[src/pkg/mdfc_pkg.sv]
// Constants and types for the MAC DMA flow control block.
// Assumes a 32-bit AXI4-Lite register bus and byte-counted FIFO levels.
package mdfc_pkg;
	// --------------------------------------------------------------
	// Register byte addresses
	// --------------------------------------------------------------
	localparam logic [31:0] ADDR_TX_DEMAND = 32'hb00030a0;
	localparam logic [31:0] ADDR_RX_DEMAND = 32'hb00030a4;
	localparam logic [31:0] ADDR_MAX_LEN   = 32'hb00030a8;
	localparam logic [31:0] ADDR_CTRL      = 32'hb00030c0;
	localparam logic [31:0] ADDR_STATUS    = 32'hb00030c4;
	localparam logic [31:0] ADDR_IRQ_STAT  = 32'hb00030c8;
	localparam logic [31:0] ADDR_IRQ_MASK  = 32'hb00030cc;
	// --------------------------------------------------------------
	// Field positions and reset values
	// --------------------------------------------------------------
	localparam int          CTRL_TRANSMIT_ON_BIT   = 0;
	localparam int          CTRL_RECEIVE_ON_BIT   = 1;
	localparam int          CTRL_THD_LSB    = 2;
	localparam int          CTRL_BLEN_LSB   = 4;
	localparam int          CTRL_OVL_EN_BIT = 8;
	localparam logic [1:0]  THD_RESET       = 2'h1;
	localparam logic [1:0]  BLEN_RESET      = 2'h0;
	localparam logic [15:0] MAX_LEN_RESET   = 16'h0800;
	localparam int          IRQ_W           = 3;
	localparam int          IRQ_OVL_BIT     = 0;
	localparam int          IRQ_TXHALT_BIT  = 1;
	localparam int          IRQ_RXHALT_BIT  = 2;
	localparam int          STAT_TXHALT_BIT = 0;
	localparam int          STAT_RXHALT_BIT = 1;
	localparam int          STAT_REQ_BIT    = 2;
	// --------------------------------------------------------------
	// Threshold and burst figures
	// --------------------------------------------------------------
	localparam int          THD1_HIGH_B    = 64;
	localparam int          THD2_HIGH_B    = 128;
	localparam int          THD3_HIGH_B    = 192;
	localparam int          BURST0_WORDS   = 4;
	localparam int          BURST1_WORDS   = 8;
	localparam int          BURST2_WORDS   = 16;
	localparam int          BURST3_WORDS   = 16;
	localparam int          BYTES_PER_WORD = 4;
	localparam logic [1:0]  RESP_OKAY      = 2'h0;
	localparam logic [1:0]  RESP_SLVERR    = 2'h2;
	// --------------------------------------------------------------
	// DMA engine states
	// --------------------------------------------------------------
	typedef enum logic [1:0] {
		st_idle,
		st_run,
		st_halt
	} mdfc_dma_st_t;
endpackage : mdfc_pkg

[src/rtl/mdfc_flow_ctrl.sv]
// MAC DMA flow control: receive thresholds, DMA halt and resume,
// maximum receive frame length check, AXI4-Lite registers, interrupt.
// Assumes the FIFO level, descriptor flags and frame events are synchronous to aclk.
//
// Chosen here: register access over AXI4-Lite.
`timescale 1ns/100ps
module mdfc_flow_ctrl #(
	parameter int LVL_W = 8
) (
	input  wire logic              aclk,
	input  wire logic              aresetn,
	input  wire logic [31:0]       s_axi_awaddr,
	input  wire logic              s_axi_awvalid,
	output logic                   s_axi_awready,
	input  wire logic [31:0]       s_axi_wdata,
	input  wire logic [3:0]        s_axi_wstrb,
	input  wire logic              s_axi_wvalid,
	output logic                   s_axi_wready,
	output logic [1:0]             s_axi_bresp,
	output logic                   s_axi_bvalid,
	input  wire logic              s_axi_bready,
	input  wire logic [31:0]       s_axi_araddr,
	input  wire logic              s_axi_arvalid,
	output logic                   s_axi_arready,
	output logic [31:0]            s_axi_rdata,
	output logic [1:0]             s_axi_rresp,
	output logic                   s_axi_rvalid,
	input  wire logic              s_axi_rready,
	input  wire logic              tx_desc_avail,
	input  wire logic              rx_desc_avail,
	input  wire logic              rx_frame_active,
	input  wire logic [LVL_W-1:0]  rx_fifo_level,
	input  wire logic              rx_frame_done,
	input  wire logic [15:0]       rx_frame_len,
	output logic                   rx_dma_req,
	output logic                   tx_dma_halted,
	output logic                   rx_dma_halted,
	output logic                   transmit_on,
	output logic                   receive_on,
	output logic [1:0]             burst_len,
	output logic                   irq
);
	// --------------------------------------------------------------
	// Declarations
	// --------------------------------------------------------------
	localparam int IRQ_W_L = mdfc_pkg::IRQ_W;
	logic              awready_reg;
	logic              wready_reg;
	logic              bvalid_reg;
	logic [1:0]        bresp_reg;
	logic              arready_reg;
	logic              rvalid_reg;
	logic [1:0]        rresp_reg;
	logic [31:0]       rdata_reg;
	logic [31:0]       waddr_reg;
	logic [31:0]       wdata_reg;
	logic [3:0]        wstrb_reg;
	logic              aw_got_reg;
	logic              w_got_reg;
	logic              wr_go;
	logic [31:0]       ctrl_reg;
	logic [15:0]       max_len_reg;
	logic [IRQ_W_L-1:0] irq_stat_reg;
	logic [IRQ_W_L-1:0] irq_mask_reg;
	logic [IRQ_W_L-1:0] irq_stat_next;
	logic              irq_reg;
	logic              tx_demand_reg;
	logic              rx_demand_reg;
	logic              rx_req_reg;
	logic              tx_halt_evt;
	logic              rx_halt_evt;
	logic [LVL_W-1:0]  high_b;
	logic [LVL_W-1:0]  low_b;
	logic              ovl_evt;
	logic [31:0]       rd_val;
	logic              rd_ok;

	if (LVL_W < 8 || LVL_W > 16) begin : g_chk
		$error("LVL_W must lie in 8..16");
	end

	function automatic logic [31:0] merge(input logic [31:0] old, input logic [31:0] d,
		input logic [3:0] be);
		for (int i = 0; i < 4; i++) begin
			old[i*8 +: 8] = be[i] ? d[i*8 +: 8] : old[i*8 +: 8];
		end
		merge = old;
	endfunction : merge

	function automatic logic mapped(input logic [31:0] a);
		mapped = a == mdfc_pkg::ADDR_TX_DEMAND || a == mdfc_pkg::ADDR_RX_DEMAND ||
			a == mdfc_pkg::ADDR_MAX_LEN || a == mdfc_pkg::ADDR_CTRL ||
			a == mdfc_pkg::ADDR_STATUS || a == mdfc_pkg::ADDR_IRQ_STAT ||
			a == mdfc_pkg::ADDR_IRQ_MASK;
	endfunction : mapped

	// --------------------------------------------------------------
	// AXI4-Lite write channel
	// --------------------------------------------------------------
	assign wr_go = aw_got_reg && w_got_reg && !bvalid_reg;

	always_ff @(posedge aclk) begin
		if (!aresetn) begin
			awready_reg <= 1'b1;
			wready_reg  <= 1'b1;
			aw_got_reg  <= 1'b0;
			w_got_reg   <= 1'b0;
			bvalid_reg  <= 1'b0;
			bresp_reg   <= mdfc_pkg::RESP_OKAY;
			waddr_reg   <= 32'h0;
			wdata_reg   <= 32'h0;
			wstrb_reg   <= 4'h0;
		end else begin
			if (s_axi_awvalid && awready_reg) begin
				awready_reg <= 1'b0;
				aw_got_reg  <= 1'b1;
				waddr_reg   <= s_axi_awaddr;
			end
			if (s_axi_wvalid && wready_reg) begin
				wready_reg <= 1'b0;
				w_got_reg  <= 1'b1;
				wdata_reg  <= s_axi_wdata;
				wstrb_reg  <= s_axi_wstrb;
			end
			if (wr_go) begin
				aw_got_reg <= 1'b0;
				w_got_reg  <= 1'b0;
				bvalid_reg <= 1'b1;
				bresp_reg  <= mapped(waddr_reg) ? mdfc_pkg::RESP_OKAY : mdfc_pkg::RESP_SLVERR;
			end
			if (bvalid_reg && s_axi_bready) begin
				bvalid_reg  <= 1'b0;
				awready_reg <= 1'b1;
				wready_reg  <= 1'b1;
			end
		end
	end

	// --------------------------------------------------------------
	// Software registers and demand pulses
	// --------------------------------------------------------------
	always_ff @(posedge aclk) begin
		if (!aresetn) begin
			ctrl_reg <= 32'h0;
			ctrl_reg[mdfc_pkg::CTRL_THD_LSB +: 2]  <= mdfc_pkg::THD_RESET;
			ctrl_reg[mdfc_pkg::CTRL_BLEN_LSB +: 2] <= mdfc_pkg::BLEN_RESET;
			max_len_reg  <= mdfc_pkg::MAX_LEN_RESET;
			irq_mask_reg <= '0;
		end else if (wr_go) begin
			case (waddr_reg)
				mdfc_pkg::ADDR_CTRL:
					ctrl_reg <= merge(ctrl_reg, wdata_reg, wstrb_reg) & 32'h0000013f;
				mdfc_pkg::ADDR_MAX_LEN:
					max_len_reg <= 16'(merge({16'h0, max_len_reg}, wdata_reg, wstrb_reg));
				mdfc_pkg::ADDR_IRQ_MASK:
					irq_mask_reg <= IRQ_W_L'(merge({29'h0, irq_mask_reg}, wdata_reg,
						wstrb_reg));
				default: ;
			endcase
		end
	end

	always_ff @(posedge aclk) begin
		if (!aresetn) begin
			tx_demand_reg <= 1'b0;
			rx_demand_reg <= 1'b0;
		end else begin
			tx_demand_reg <= wr_go && waddr_reg == mdfc_pkg::ADDR_TX_DEMAND;
			rx_demand_reg <= wr_go && waddr_reg == mdfc_pkg::ADDR_RX_DEMAND;
		end
	end

	assign transmit_on = ctrl_reg[mdfc_pkg::CTRL_TRANSMIT_ON_BIT];
	assign receive_on  = ctrl_reg[mdfc_pkg::CTRL_RECEIVE_ON_BIT];
	assign burst_len   = ctrl_reg[mdfc_pkg::CTRL_BLEN_LSB +: 2];

	// --------------------------------------------------------------
	// AXI4-Lite read channel
	// --------------------------------------------------------------
	always_comb begin
		rd_val = 32'h0;
		rd_ok  = 1'b1;
		case (s_axi_araddr)
			mdfc_pkg::ADDR_TX_DEMAND: rd_val = 32'h0;
			mdfc_pkg::ADDR_RX_DEMAND: rd_val = 32'h0;
			mdfc_pkg::ADDR_MAX_LEN:   rd_val = {16'h0, max_len_reg};
			mdfc_pkg::ADDR_CTRL:      rd_val = ctrl_reg;
			mdfc_pkg::ADDR_STATUS: begin
				rd_val[mdfc_pkg::STAT_TXHALT_BIT] = tx_dma_halted;
				rd_val[mdfc_pkg::STAT_RXHALT_BIT] = rx_dma_halted;
				rd_val[mdfc_pkg::STAT_REQ_BIT]    = rx_req_reg;
			end
			mdfc_pkg::ADDR_IRQ_STAT:  rd_val = {29'h0, irq_stat_reg};
			mdfc_pkg::ADDR_IRQ_MASK:  rd_val = {29'h0, irq_mask_reg};
			default:                  rd_ok  = 1'b0;
		endcase
	end

	always_ff @(posedge aclk) begin
		if (!aresetn) begin
			arready_reg <= 1'b1;
			rvalid_reg  <= 1'b0;
			rresp_reg   <= mdfc_pkg::RESP_OKAY;
			rdata_reg   <= 32'h0;
		end else if (s_axi_arvalid && arready_reg) begin
			arready_reg <= 1'b0;
			rvalid_reg  <= 1'b1;
			rdata_reg   <= rd_val;
			rresp_reg   <= rd_ok ? mdfc_pkg::RESP_OKAY : mdfc_pkg::RESP_SLVERR;
		end else if (rvalid_reg && s_axi_rready) begin
			rvalid_reg  <= 1'b0;
			arready_reg <= 1'b1;
		end
	end

	assign s_axi_awready = awready_reg;
	assign s_axi_wready  = wready_reg;
	assign s_axi_bvalid  = bvalid_reg;
	assign s_axi_bresp   = bresp_reg;
	assign s_axi_arready = arready_reg;
	assign s_axi_rvalid  = rvalid_reg;
	assign s_axi_rresp   = rresp_reg;
	assign s_axi_rdata   = rdata_reg;

	// --------------------------------------------------------------
	// DMA halt engines and receive thresholds
	// --------------------------------------------------------------
	mdfc_halt_fsm u_tx_fsm (
		.aclk       (aclk),
		.aresetn    (aresetn),
		.dma_on     (transmit_on),
		.desc_avail (tx_desc_avail),
		.demand     (tx_demand_reg),
		.halted     (tx_dma_halted),
		.halt_evt   (tx_halt_evt)
	);

	mdfc_halt_fsm u_rx_fsm (
		.aclk       (aclk),
		.aresetn    (aresetn),
		.dma_on     (receive_on),
		.desc_avail (rx_desc_avail),
		.demand     (rx_demand_reg),
		.halted     (rx_dma_halted),
		.halt_evt   (rx_halt_evt)
	);

	mdfc_rx_thresh #(
		.LVL_W (LVL_W)
	) u_thresh (
		.thd_sel   (ctrl_reg[mdfc_pkg::CTRL_THD_LSB +: 2]),
		.burst_len (burst_len),
		.high_b    (high_b),
		.low_b     (low_b)
	);

	// Hysteresis: request held between the two thresholds
	always_ff @(posedge aclk) begin
		if (!aresetn)
			rx_req_reg <= 1'b0;
		else if (!rx_frame_active || rx_dma_halted)
			rx_req_reg <= 1'b0;
		else if (rx_fifo_level < low_b)
			rx_req_reg <= 1'b0;
		else if (rx_fifo_level >= high_b)
			rx_req_reg <= 1'b1;
	end

	assign rx_dma_req = rx_req_reg;

	// --------------------------------------------------------------
	// Interrupt status, mask and output
	// --------------------------------------------------------------
	assign ovl_evt = rx_frame_done && rx_frame_len > max_len_reg &&
		ctrl_reg[mdfc_pkg::CTRL_OVL_EN_BIT];

	always_comb begin
		irq_stat_next = irq_stat_reg;
		if (wr_go && waddr_reg == mdfc_pkg::ADDR_IRQ_STAT && wstrb_reg[0])
			irq_stat_next = irq_stat_reg & ~wdata_reg[IRQ_W_L-1:0];
		// Set wins over a clear in the same cycle
		irq_stat_next[mdfc_pkg::IRQ_OVL_BIT]    = irq_stat_next[mdfc_pkg::IRQ_OVL_BIT] | ovl_evt;
		irq_stat_next[mdfc_pkg::IRQ_TXHALT_BIT] = irq_stat_next[mdfc_pkg::IRQ_TXHALT_BIT] |
			tx_halt_evt;
		irq_stat_next[mdfc_pkg::IRQ_RXHALT_BIT] = irq_stat_next[mdfc_pkg::IRQ_RXHALT_BIT] |
			rx_halt_evt;
	end

	always_ff @(posedge aclk) begin
		if (!aresetn) begin
			irq_stat_reg <= '0;
			irq_reg      <= 1'b0;
		end else begin
			irq_stat_reg <= irq_stat_next;
			irq_reg      <= |(irq_stat_next & irq_mask_reg);
		end
	end

	assign irq = irq_reg;

	// --------------------------------------------------------------
	// Assertions
	// --------------------------------------------------------------
	property p_low_half;
		@(posedge aclk) disable iff (!aresetn)
		low_b == (high_b >> 1);
	endproperty
	a_low_half: assert property (p_low_half)
		else $error("low threshold not half of high");

	property p_req_start;
		@(posedge aclk) disable iff (!aresetn)
		rx_frame_active && !rx_dma_halted && rx_fifo_level >= high_b |=> rx_dma_req;
	endproperty
	a_req_start: assert property (p_req_start)
		else $error("no request at high threshold");

	property p_req_stop;
		@(posedge aclk) disable iff (!aresetn)
		rx_fifo_level < low_b |=> !rx_dma_req;
	endproperty
	a_req_stop: assert property (p_req_stop)
		else $error("request kept below low threshold");

	property p_sel0;
		@(posedge aclk) disable iff (!aresetn)
		ctrl_reg[mdfc_pkg::CTRL_THD_LSB +: 2] == 2'h0 && burst_len == 2'h1
			|-> high_b == LVL_W'(32);
	endproperty
	a_sel0: assert property (p_sel0)
		else $error("eight-word burst threshold wrong");

	property p_sel3;
		@(posedge aclk) disable iff (!aresetn)
		ctrl_reg[mdfc_pkg::CTRL_THD_LSB +: 2] == 2'h3 |-> high_b == LVL_W'(192) &&
			low_b == LVL_W'(96);
	endproperty
	a_sel3: assert property (p_sel3)
		else $error("select three thresholds wrong");

	property p_demand_read;
		@(posedge aclk) disable iff (!aresetn)
		s_axi_arvalid && s_axi_arready && s_axi_araddr == mdfc_pkg::ADDR_RX_DEMAND
			|=> s_axi_rvalid && s_axi_rdata == 32'h0;
	endproperty
	a_demand_read: assert property (p_demand_read)
		else $error("demand register read not zero");

	property p_ovl_flag;
		@(posedge aclk) disable iff (!aresetn)
		ovl_evt && irq_mask_reg[mdfc_pkg::IRQ_OVL_BIT]
			|=> irq_stat_reg[mdfc_pkg::IRQ_OVL_BIT] && irq;
	endproperty
	a_ovl_flag: assert property (p_ovl_flag)
		else $error("over-length did not raise interrupt");

	property p_tx_resume;
		@(posedge aclk) disable iff (!aresetn)
		wr_go && waddr_reg == mdfc_pkg::ADDR_TX_DEMAND && tx_dma_halted && transmit_on
			##1 transmit_on |=> !tx_dma_halted;
	endproperty
	a_tx_resume: assert property (p_tx_resume)
		else $error("transmit demand did not resume");
endmodule : mdfc_flow_ctrl

[src/rtl/mdfc_halt_fsm.sv]
// Halt and resume state machine shared by the transmit and receive DMA.
// Assumes demand is a one-cycle pulse per register write.
`timescale 1ns/100ps
module mdfc_halt_fsm (
	input  wire logic aclk,
	input  wire logic aresetn,
	input  wire logic dma_on,
	input  wire logic desc_avail,
	input  wire logic demand,
	output logic      halted,
	output logic      halt_evt
);
	mdfc_pkg::mdfc_dma_st_t st_reg;

	always_ff @(posedge aclk) begin
		if (!aresetn) begin
			st_reg   <= mdfc_pkg::st_idle;
			halt_evt <= 1'b0;
			halted   <= 1'b0;
		end else begin
			halt_evt <= 1'b0;
			case (st_reg)
				mdfc_pkg::st_idle:
					if (dma_on)
						st_reg <= mdfc_pkg::st_run;
				mdfc_pkg::st_run:
					if (!dma_on)
						st_reg <= mdfc_pkg::st_idle;
					else if (!desc_avail) begin
						st_reg   <= mdfc_pkg::st_halt;
						halted   <= 1'b1;
						halt_evt <= 1'b1;
					end
				mdfc_pkg::st_halt:
					if (!dma_on) begin
						st_reg <= mdfc_pkg::st_idle;
						halted <= 1'b0;
					end else if (demand) begin
						st_reg <= mdfc_pkg::st_run;
						halted <= 1'b0;
					end
				default: begin
					st_reg <= mdfc_pkg::st_idle;
					halted <= 1'b0;
				end
			endcase
		end
	end

	property p_halt_entry;
		@(posedge aclk) disable iff (!aresetn)
		st_reg == mdfc_pkg::st_run && dma_on && !desc_avail |=> halted && halt_evt;
	endproperty
	a_halt_entry: assert property (p_halt_entry)
		else $error("dma did not halt without descriptor");

	property p_resume;
		@(posedge aclk) disable iff (!aresetn)
		halted && dma_on && demand |=> st_reg == mdfc_pkg::st_run;
	endproperty
	a_resume: assert property (p_resume)
		else $error("demand did not resume halted dma");

	property p_demand_ignored;
		@(posedge aclk) disable iff (!aresetn)
		st_reg == mdfc_pkg::st_run && dma_on && desc_avail && demand
			|=> st_reg == mdfc_pkg::st_run;
	endproperty
	a_demand_ignored: assert property (p_demand_ignored)
		else $error("demand outside halt changed state");
endmodule : mdfc_halt_fsm

[src/rtl/mdfc_rx_thresh.sv]
// Receive FIFO high and low thresholds from the select and burst codes.
// Assumes the FIFO level is counted in bytes.
`timescale 1ns/100ps
module mdfc_rx_thresh #(
	parameter int LVL_W = 8
) (
	input  wire logic [1:0]       thd_sel,
	input  wire logic [1:0]       burst_len,
	output logic      [LVL_W-1:0] high_b,
	output logic      [LVL_W-1:0] low_b
);
	if (LVL_W < 8) begin : g_chk
		$error("LVL_W too narrow for 192 bytes");
	end

	function automatic int calc_high(input logic [1:0] sel, input logic [1:0] bl);
		int w;
		case (bl)
			2'h0: w = mdfc_pkg::BURST0_WORDS;
			2'h1: w = mdfc_pkg::BURST1_WORDS;
			2'h2: w = mdfc_pkg::BURST2_WORDS;
			default: w = mdfc_pkg::BURST3_WORDS;
		endcase
		case (sel)
			2'h0: calc_high = w * mdfc_pkg::BYTES_PER_WORD;
			2'h1: calc_high = mdfc_pkg::THD1_HIGH_B;
			2'h2: calc_high = mdfc_pkg::THD2_HIGH_B;
			default: calc_high = mdfc_pkg::THD3_HIGH_B;
		endcase
	endfunction : calc_high

	always_comb begin
		high_b = LVL_W'(calc_high(thd_sel, burst_len));
		low_b  = high_b >> 1;
	end
endmodule : mdfc_rx_thresh

[config.mk]
export PLATFORM = sky130hd
export DESIGN_NAME = mdfc_flow_ctrl
export DESIGN_NICKNAME = d
export VERILOG_FILES = /design/src/pkg/mdfc_pkg.sv /design/src/rtl/mdfc_flow_ctrl.sv /design/src/rtl/mdfc_halt_fsm.sv /design/src/rtl/mdfc_rx_thresh.sv
export SDC_FILE = /design/constraint.sdc
export NUM_CORES = 1
export LEC_CHECK = 0
export ABC_AREA = 1
export BUFFER_PORTS_ARGS = -buffer_cell sky130_fd_sc_hd__buf_2
export CORE_MARGIN = 2
export CORE_UTILIZATION = 53
export CTS_BUF_LIST = sky130_fd_sc_hd__clkbuf_2 sky130_fd_sc_hd__clkbuf_4 sky130_fd_sc_hd__clkbuf_8
export CTS_CLUSTER_DIAMETER = 60
export DETAILED_ROUTE_END_ITERATION = 16
export GPL_ROUTABILITY_DRIVEN = 0
export PLACE_DENSITY = 0.8
export SYNTH_ARGS = -nofsm -noshare
export SYNTH_HDL_FRONTEND = slang
export SYNTH_SLANG_ARGS = --single-unit
[constraint.sdc]
create_clock -name aclk -period 2 [get_ports aclk]
set_input_delay 0.3 -clock aclk [delete_from_list [all_inputs] [get_ports aclk]]
set_output_delay 0.3 -clock aclk [all_outputs]
set_load 0.05 [all_outputs]
-- Word level (Yosys, flattened, before mapping)
Cells that the tools add are included.
W data, S select, Z words.
- flip-flop bits (word level): 134
- input port bits: 135
- output and inout port bits: 49
- logic and storage cells: 151
- $lt $le $gt $ge: 3
- equal/unequal tests: 31
- muxes and demuxes: 36
- bitwise operators: 9
- reductions and logical operators: 43
- operators with widths (cell ; count):
    $eq A32 B32 Y1 const B ; 14
    $reduce_and A3 Y1 ; 9
    $pmux W13 S2 ; 1
    $mux W2 ; 12
    $pmux W8 S3 ; 1
    $gt A16 B16 Y1 ; 1
    $mux W1 ; 15
    $pmux W3 S5 ; 1
    $logic_and A1 B1 Y1 ; 13
    $ne A2 B2 Y1 const B ; 6
    $ne A3 B3 Y1 const B ; 4
    $pmux W2 S3 ; 2
    $pmux W5 S2 ; 1
    $eq A2 B1 Y1 const B ; 4
    $ge A8 B8 Y1 ; 1
    $logic_not A2 Y1 ; 4
    $lt A8 B7 Y1 ; 1
    $reduce_and A4 Y1 ; 2
    $logic_or A1 B1 Y1 ; 7
    $reduce_or A7 Y1 ; 1
    $and A3 B3 Y3 ; 2
    $eq A2 B2 Y1 const B ; 3
    $pmux W1 S3 ; 2
    $reduce_or A3 Y1 ; 2
    7 further kinds ; 13

-- Longest topological paths before layout
Gate-level depths: netlist of run 1.
- word-level depth: 8
- mapped depth: 15
- depth with buffers taken out: 15

-- Cells and area by module
Synthesis of run 1 repeated with hierarchy kept, for this count alone.
- cell total of the unflattened synthesis: 866
- area total of the unflattened synthesis: 6098.3 µm²
- modules (own cells, without submodules) (module ; times used ; cells each ; area each (µm²) ; seq. area each (µm²)):
    mdfc_flow_ctrl ; 1 ; 794 ; 5609.1 ; 2162.1
    mdfc_halt_fsm ; 2 ; 24 ; 173.9 ; 80.1
    mdfc_rx_thresh ; 1 ; 24 ; 141.4 ; 0.0

-- Worst setup path after synthesis of run 1
OpenSTA, ideal clock, no wires.
- path type: register to register
- start: register arready_reg, in the netlist s_axi_arready
- end: register rdata_reg[10], in the netlist s_axi_rdata[10]
- library setup time: 0.086 ns
- data arrival time: 1.547 ns
- data required time: 1.914 ns
- setup slack: 0.367 ns
- stages on the path, launching flop included: 6
- buffers on the path: 1
- clock period less this slack: 1.633 ns
- cells stage by stage: dfxtp_1 -> nand2_1 -> inv_1 -> clkbuf_1 -> o21ai_0 -> a211oi_1
- cells in the longest elaborated chain, start to end: 1
- ends and longest elaborated chain (item ; line ; text):
    start: declaration ; mdfc_flow_ctrl.sv:51 ; logic arready_reg;
    start signal: assignment ; mdfc_flow_ctrl.sv:201 ; arready_reg <= 1'b1;
    start signal: assignment ; mdfc_flow_ctrl.sv:206 ; arready_reg <= 1'b0;
    start signal: assignment ; mdfc_flow_ctrl.sv:212 ; arready_reg <= 1'b1;
    $logic_and A1 B1 Y1 ; mdfc_flow_ctrl.sv:205 ; end else if (s_axi_arvalid && arready_reg) begin
    end signal: assignment ; mdfc_flow_ctrl.sv:208 ; rdata_reg <= rd_val;
    end: declaration ; mdfc_flow_ctrl.sv:54 ; logic [31:0] rdata_reg;
Every way passes these cells.
A chain may end at the register's enable or synchronous reset.

-- Final worst setup path of run 1
- start: register waddr_reg[12]
- end: register max_len_reg[9]
- cells in the longest elaborated chain, start to end: 2
- ends and longest elaborated chain (item ; line ; text):
    start: declaration ; mdfc_flow_ctrl.sv:55 ; logic [31:0] waddr_reg;
    start signal: assignment ; mdfc_flow_ctrl.sv:117 ; waddr_reg <= s_axi_awaddr;
    $eq A32 B32 Y1 ; mdfc_flow_ctrl.sv:150 ; case (waddr_reg)
    $reduce_and A3 Y1 (no source line) ; -- ;
    end signal: assignment ; mdfc_flow_ctrl.sv:147 ; max_len_reg <= mdfc_pkg::MAX_LEN_RESET;
    end signal: assignment ; mdfc_flow_ctrl.sv:154 ; max_len_reg <= 16'(merge({16'h0, max_len_reg}, wdata_reg, wstrb_reg));
    end: declaration ; mdfc_flow_ctrl.sv:62 ; logic [15:0] max_len_reg;
Every way passes these cells.

==> results.json, run 1 <==
{
  "ant_nets": 0,
  "synth_edf_count": 0,
  "sequential_cell_area_sq_mm": 0.00232,
  "drive_gt1_share_pct": 21.7,
  "hold_violations_final": 0,
  "worst-r2r-setup-slack_ns": 0.32,
  "netlist_top_cells_count": "sky130_fd_sc_hd__nor2_1, sky130_fd_sc_hd__dfxtp_1, sky130_fd_sc_hd__nand2_1",
  "clock_pin_slew_of_the_registers_on_the_worst_case_setup_and_hold_paths_ns": 0.07,
  "cts_max_level": 4,
  "floorplan.initialDensity_pct": 54.9,
  "post-layout-total-power_mw": 5.19,
  "crit_chain": "inv_1 -> nor2_1 -> nand2_1 -> nor2_4 -> nand3b_1 -> nor2_2 -> nand2_2 -> o21ai_0 -> a21oi_1",
  "final.fill_count": 992,
  "placed_area_sq_mm": 0.00650,
  "worst-slew-pin-transition_ns": 0.507,
  "ctsHoldBuffers": 0,
  "synth.yosys.warnings": 0,
  "final.setup.tns_ns": 0,
  "dieHeight_um": 108,
  "cellLeakagePower_nw": 3.21,
  "crit_type": "reg2reg",
  "globalRouteOverflowTotal": 0,
  "hpwlAfterDp_um": 9910,
  "core_area_sq_mm": 0.0104,
  "synth_top_cell_area_share_pct": 40.6,
  "grt_start_max_net_pins": 41,
  "multi_input_comb_area_sq_mm": 0.00286,
  "grt_usage_pct": 23.3,
  "post_synth_instance_area_sq_mm": 0.00572,
  "clock_tree.buffer_depth": 2,
  "numClockSinks": 116,
  "detail_route.wl_per_cell_um": 11.6,
  "num_vias": 5542,
  "skew_ns": 0.0101,
  "async_reset_ff_share_pct": 0,
  "timing.final.max_slew_violations": 0,
  "drt_drc_violations_left": 0,
  "crit_path_start_kind": "flip-flop",
  "antenna_violations_before_repair": 2,
  "finalCriticalPeriod_ns": 1.68,
  "numPlacedInstances": 1081,
  "rr_worst_depth": 9,
  "io_pins": 184,
  "clkLatencyLatePin_ns": 0.43,
  "required_arrival_time_at_the_worst_endpoint_ns": 2.31,
  "cpMaxStageDelayCell": "sky130_fd_sc_hd__dfxtp_1",
  "ys_dominant_reg_cell": "sky130_fd_sc_hd__dfxtp_1",
  "fmax_mhz": 596,
  "register_bit_total_from_synthesis": 116,
  "io_buffer_count": 147,
  "clock_root_buffer": "sky130_fd_sc_hd__clkbuf_8",
  "max-cap-violations": 0,
  "diodes": 0,
  "synth.most_common_cell": "sky130_fd_sc_hd__nor2_1",
  "gate_count_post_synth": 817,
  "postCtsSetupBuffers": 0,
  "seq_total_area_yosys_pct": 40.6,
  "row_count": 37,
  "die-width_um": 108,
  "worstPathArrival_ns": 1.99,
  "cts_made_buffers": 17,
  "num-nets-final": 1122,
  "vdd_ir_drop_max_mv": 0.485,
  "setup_repair_after_global_routing_missed_its_margin": "no",
  "worst-path-max-fanout": 16,
  "drt_first_pass_iters": 5,
  "via_per_inst": 4.98,
  "cts_tree": "built",
  "worst_hold_path_type": "in2reg",
  "finalSetupViolCount": 0,
  "first_global_vias": 5056,
  "area_of_all_placed_cells_without_fillers_sq_mm": 0.00686,
  "fin_crit_sh_pct": 83.8,
  "number_of_flip_flops_under_the_largest_register_name": 32,
  "crit_path_end_kind": "flip-flop",
  "avgSynthCellArea_sq_um": 7.00,
  "route.final.wire_length_um": 13000,
  "cts_resized": 0,
  "wire_length_of_the_first_global_routing_pass_um": 21600,
  "synth_top_area_cell": "sky130_fd_sc_hd__dfxtp_1",
  "p_per_area_mw_per_mm2": 757,
  "critical-path-max-stage-delay_ns": 0.32,
  "maxSlewHeadroom_pct": 66.2,
  "area.growth.synth_to_final_pct": 20.0,
  "finalNonFillerCells": 1113,
  "synth.top_cells.by_area": "sky130_fd_sc_hd__dfxtp_1, sky130_fd_sc_hd__nor2_1, sky130_fd_sc_hd__nand2_1",
  "drt-initial-drc-count": 238,
  "synth.distinct_cells": 35,
  "status": "finished clean",
  "hold_depth": 2,
  "dieArea_sq_mm": 0.0116
}
[worst paths after layout]
kind / startpoint / to
worst min register to register: waddr_reg[2]$_SDFFE_PN0P_ / tx_demand_reg$_SDFF_PN0_
worst max-delay path: waddr_reg[12]$_SDFFE_PN0P_ / max_len_reg[9]$_SDFFE_PN0P_
worst min-delay path: rx_desc_avail / u_rx_fsm.halt_evt$_SDFF_PN0_
worst max register to register: waddr_reg[12]$_SDFFE_PN0P_ / max_len_reg[9]$_SDFFE_PN0P_
[cell type report]
type,instances,share of cell area (%)
Clock buffer,20,4.01
Clock inverter,12,1.20
Inverter,87,4.76
Multi-Input combinational cell,583,41.7
Sequential cell,116,33.8
Tap cell,136,2.48
Timing Repair Buffer,159,12.0
[worst max-delay path: cells and delay by family, from the launching register on]
family,cells,cell delay (ns)
and+or+nand+nor,6,0.87
buffers and inverters,1,0.05
AOI/OAI and AO/OA,2,0.31
DFF,1,0.32
[metrics by stage]
| stage | hold slack, ns | setup WS [ns] | util [%] |
|---|---|---|---|
| CTS | 0.0489 | 0.313 | 65.9 |
| floorplan | 0.377 | 0.367 | - |
| global placement | 0.432 | 0.331 | 62.5 |
| global route | 0.0653 | 0.156 | 65.9 |
| detailed placement | 0.432 | 0.356 | 62.5 |
| finish | 0.0713 | 0.323 | 65.9 |
[cell usage in the layout (no fill, tap or decap), types with 2 or more instances in the layout]
master and count:
sky130_fd_sc_hd__a211oi_1 7, sky130_fd_sc_hd__a211oi_2 2, sky130_fd_sc_hd__a21boi_0 2, sky130_fd_sc_hd__a21oi_1 61, sky130_fd_sc_hd__and3_1 4, sky130_fd_sc_hd__buf_2 147, sky130_fd_sc_hd__buf_4 12, sky130_fd_sc_hd__clkbuf_8 20
sky130_fd_sc_hd__clkinv_1 2, sky130_fd_sc_hd__clkinv_2 4, sky130_fd_sc_hd__clkinv_4 2, sky130_fd_sc_hd__clkinvlp_4 6, sky130_fd_sc_hd__conb_1 18, sky130_fd_sc_hd__dfxtp_1 116, sky130_fd_sc_hd__ha_1 23, sky130_fd_sc_hd__inv_1 83
sky130_fd_sc_hd__inv_2 2, sky130_fd_sc_hd__nand2_1 111, sky130_fd_sc_hd__nand2_2 4, sky130_fd_sc_hd__nand3_1 36, sky130_fd_sc_hd__nand3b_1 2, sky130_fd_sc_hd__nand4_1 16, sky130_fd_sc_hd__nor2_1 181, sky130_fd_sc_hd__nor2_2 4
sky130_fd_sc_hd__nor2_4 3, sky130_fd_sc_hd__nor3_1 5, sky130_fd_sc_hd__nor3_4 2, sky130_fd_sc_hd__nor4_1 7, sky130_fd_sc_hd__o21a_1 2, sky130_fd_sc_hd__o21ai_0 83, sky130_fd_sc_hd__o21ai_1 4
[logic make-up (layout without fill, tap and decap cells)]
kind of cell             count (synthesis)  count (layout)  share of synthesized area [%]
adder cells (fa/ha/maj)                 23              23                           5.03
flip-flops                             116             116                           40.6
AO/OA/AOI/OAI                          164             164                           15.3
other                                    1              18                         0.0656
AND/OR/NAND/NOR                        378             378                           28.5
buffers and inverters                  135             278                           10.5
[layer usage]
layer,vias to the layer above,wire length [um],track usage (%)
met5,-,13,0
met4,2,292,9.71
met3,25,1030,7.45
met2,180,5860,38.6
met1,2408,5750,27.7
li1,2927,-,-
[report_power, final]
part	internal [mW]	switching [mW]	total, mW
logic	0.261	0.521	0.781
clock network	0.946	0.966	1.91
registers	2.43	0.0670	2.50
total	3.64	1.55	5.19
Note: power is estimated with default switching activity, not from simulation.
==> run 2, diff against run 1 <==
==> constraint.sdc (replaced) <==
create_clock -name aclk -period 1.7 [get_ports aclk]
set_input_delay 0.255 -clock aclk [delete_from_list [all_inputs] [get_ports aclk]]
set_output_delay 0.255 -clock aclk [all_outputs]
set_load 0.05 [all_outputs]
==> results.json, run 2 (same netlist as run 1, synthesis figures left out) <==
{
  "status": "finished clean",
  "fmax_mhz": 619,
  "required_arrival_time_at_the_worst_endpoint_ns": 2.00,
  "wire_length_of_the_first_global_routing_pass_um": 21900,
  "crit_type": "reg2reg",
  "drt_drc_violations_left": 0,
  "clock_root_buffer": "sky130_fd_sc_hd__clkbuf_8",
  "crit_path_start_kind": "flip-flop",
  "cellLeakagePower_nw": 3.33,
  "crit_path_end_kind": "flip-flop",
  "crit_top_cell": "sky130_fd_sc_hd__nand2_1",
  "clock_tree.buffer_depth": 2,
  "grt_start_max_net_pins": 36,
  "via_per_inst": 4.99,
  "floorplan.initialDensity_pct": 54.9,
  "maxSlewHeadroom_pct": 65.8,
  "worst-r2r-setup-slack_ns": 0.08,
  "worst-path-max-fanout": 2,
  "hold_depth": 2,
  "setup_repair_after_global_routing_missed_its_margin": "yes",
  "regToRegEndpoint": "irq$_SDFF_PN0_",
  "area_of_all_placed_cells_without_fillers_sq_mm": 0.00704,
  "rr_worst_depth": 12,
  "skew_ns": 0.0139,
  "placed_area_sq_mm": 0.00660,
  "ant_nets": 0,
  "io_pins": 184,
  "io_buffer_count": 147,
  "cpMaxStageDelayCell": "sky130_fd_sc_hd__dfxtp_1",
  "detail_route.wl_per_cell_um": 11.9,
  "clock_pin_slew_of_the_registers_on_the_worst_case_setup_and_hold_paths_ns": 0.07,
  "worstPathArrival_ns": 1.92,
  "first_global_vias": 5155,
  "most-common-layout-cells": "sky130_fd_sc_hd__nor2_1, sky130_fd_sc_hd__buf_2, sky130_fd_sc_hd__dfxtp_1",
  "crit-reg2reg-launch": "max_len_reg[5]$_SDFFE_PN0P_",
  "area.growth.synth_to_final_pct": 23.1,
  "worst_hold_path_type": "in2reg",
  "finalNonFillerCells": 1122,
  "p_per_area_mw_per_mm2": 899,
  "clkLatencyLatePin_ns": 0.43,
  "crit_path_leading_delay_family": "simple AND/OR/NAND/NOR gates",
  "critical-path-max-stage-delay_ns": 0.32,
  "grt_usage_pct": 23.5,
  "finalCriticalPeriod_ns": 1.62,
  "die-width_um": 108,
  "cts_max_level": 4,
  "finalSetupViolCount": 0,
  "layout_commonest_cell": "sky130_fd_sc_hd__nor2_1",
  "drt-initial-drc-count": 277,
  "max-cap-violations": 0,
  "numPlacedInstances": 1089,
  "number_of_flip_flops_under_the_largest_register_name": 32,
  "dieArea_sq_mm": 0.0116,
  "cp_num_buf_inv": 1,
  "antenna_violations_before_repair": 3,
  "hold-path-endpoint": "u_rx_fsm.halt_evt$_SDFF_PN0_",
  "drt_first_pass_iters": 4,
  "drive_gt1_share_pct": 23.4,
  "numClockSinks": 116,
  "worst-slew-pin-transition_ns": 0.512,
  "timing.hold.worst.start": "rx_desc_avail",
  "fin_crit_sh_pct": 95.1,
  "cts_made_buffers": 17,
  "cts_tree": "built",
  "num-nets-final": 1131,
  "dieHeight_um": 108,
  "route.final.wire_length_um": 13400,
  "hpwlAfterDp_um": 10000,
  "timing.final.max_slew_violations": 0,
  "crit_chain": "inv_1 -> ha_1 -> a21oi_1 -> nor2_1 -> nor2_1 -> nand2_1 -> nand2_1 -> nand2_1 -> nand2_1 -> nand2_1 -> nand3_1 -> nand3_1",
  "core_area_sq_mm": 0.0104,
  "hold_violations_final": 0,
  "row_count": 37,
  "vdd_ir_drop_max_mv": 0.556,
  "num_vias": 5603,
  "globalRouteOverflowTotal": 0
}
[run 2: cell types whose count changed in the layout (fill, tap and decap cells not counted), moves of 2 or more]
cell	delta
sky130_fd_sc_hd__o21ai_1	+4
sky130_fd_sc_hd__nor2_1	-5
sky130_fd_sc_hd__nand2_4	+2
sky130_fd_sc_hd__bufinv_16	+2
sky130_fd_sc_hd__nand2_2	-2
sky130_fd_sc_hd__o21ai_0	-5
sky130_fd_sc_hd__clkbuf_8	-2
sky130_fd_sc_hd__clkbuf_4	+3
sky130_fd_sc_hd__nor2_2	+4
sky130_fd_sc_hd__a21oi_2	+2
sky130_fd_sc_hd__a21oi_1	-2
sky130_fd_sc_hd__buf_12	+3
sky130_fd_sc_hd__clkinvlp_4	-4
sky130_fd_sc_hd__buf_4	+5
[run 2: repair_timing]
| action | CTS | global route |
|---|---|---|
| resized for setup | 0 | 19 |
| hold buffers | 0 | 0 |
| setup buffers | 0 | 1 |
| setup endpoints to repair | 0 | 22 |
[run 2: per-layer routing]
metal  GRT usage, %  up-vias  part of all wire, %
li1               -     2946                    -
met1           27.5     2447                   44
met2           40.2      175                   46
met3           7.32       31                  7.8
met4           8.79        4                  2.2
met5              0        -                 0.19
[run 2: layout make-up]
| type | instances | area (sq um) |
|---|---|---|
| antenna | 1 | 2.50 |
| clock buffer | 21 | 270 |
| clock inverter | 10 | 109 |
| fill | 953 | 3370 |
| inverter | 87 | 327 |
| multi-input combinational | 583 | 2910 |
| sequential | 116 | 2320 |
| tap | 136 | 170 |
| timing repair buffer | 168 | 935 |
[run 2: how the worst max path moves through the flow]
stage                                     start                      endpoint  slack (ns)  cells after the start
finish              max_len_reg[5]$_SDFFE_PN0P_                irq$_SDFF_PN0_        0.08                     12
global route        max_len_reg[5]$_SDFFE_PN0P_                irq$_SDFF_PN0_       -0.04                     12
CTS                   waddr_reg[8]$_SDFFE_PN0P_   max_len_reg[5]$_SDFFE_PN0P_        0.03                      8
detailed placement    waddr_reg[8]$_SDFFE_PN0P_  max_len_reg[14]$_SDFFE_PN0P_        0.05                      8
global placement       ctrl_reg[2]$_SDFFE_PN1P_       rx_dma_req$_SDFFE_PP0P_        0.07                      8
floorplan            s_axi_arready$_SDFFE_PN1P_  s_axi_rdata[10]$_SDFFE_PN0P_        0.07                      5
[run 2: through the flow]
step	setup TNS (ns)	hold slack, ns	total power, mW	utilization [%]	worst slack, ns
2_1_floorplan	0	0.332	3.66	-	0.0670
3_3_place_gp	0	0.427	3.92	63.4	0.0656
3_5_place_dp	0	0.439	3.94	63.4	0.0524
5_1_grt	-0.144	0.0191	6.61	67.6	-0.0423
4_1_cts	0	0.00968	6.36	67.0	0.0308
6_report	0	0.0238	6.33	67.6	0.0836
[run 2: report_power, final]
group | total (mW) | switching (mW) | internal, mW
Combinational | 0.946 | 0.624 | 0.322
Sequential | 2.94 | 0.0812 | 2.86
Clock | 2.44 | 1.07 | 1.37
Total | 6.33 | 1.78 | 4.55
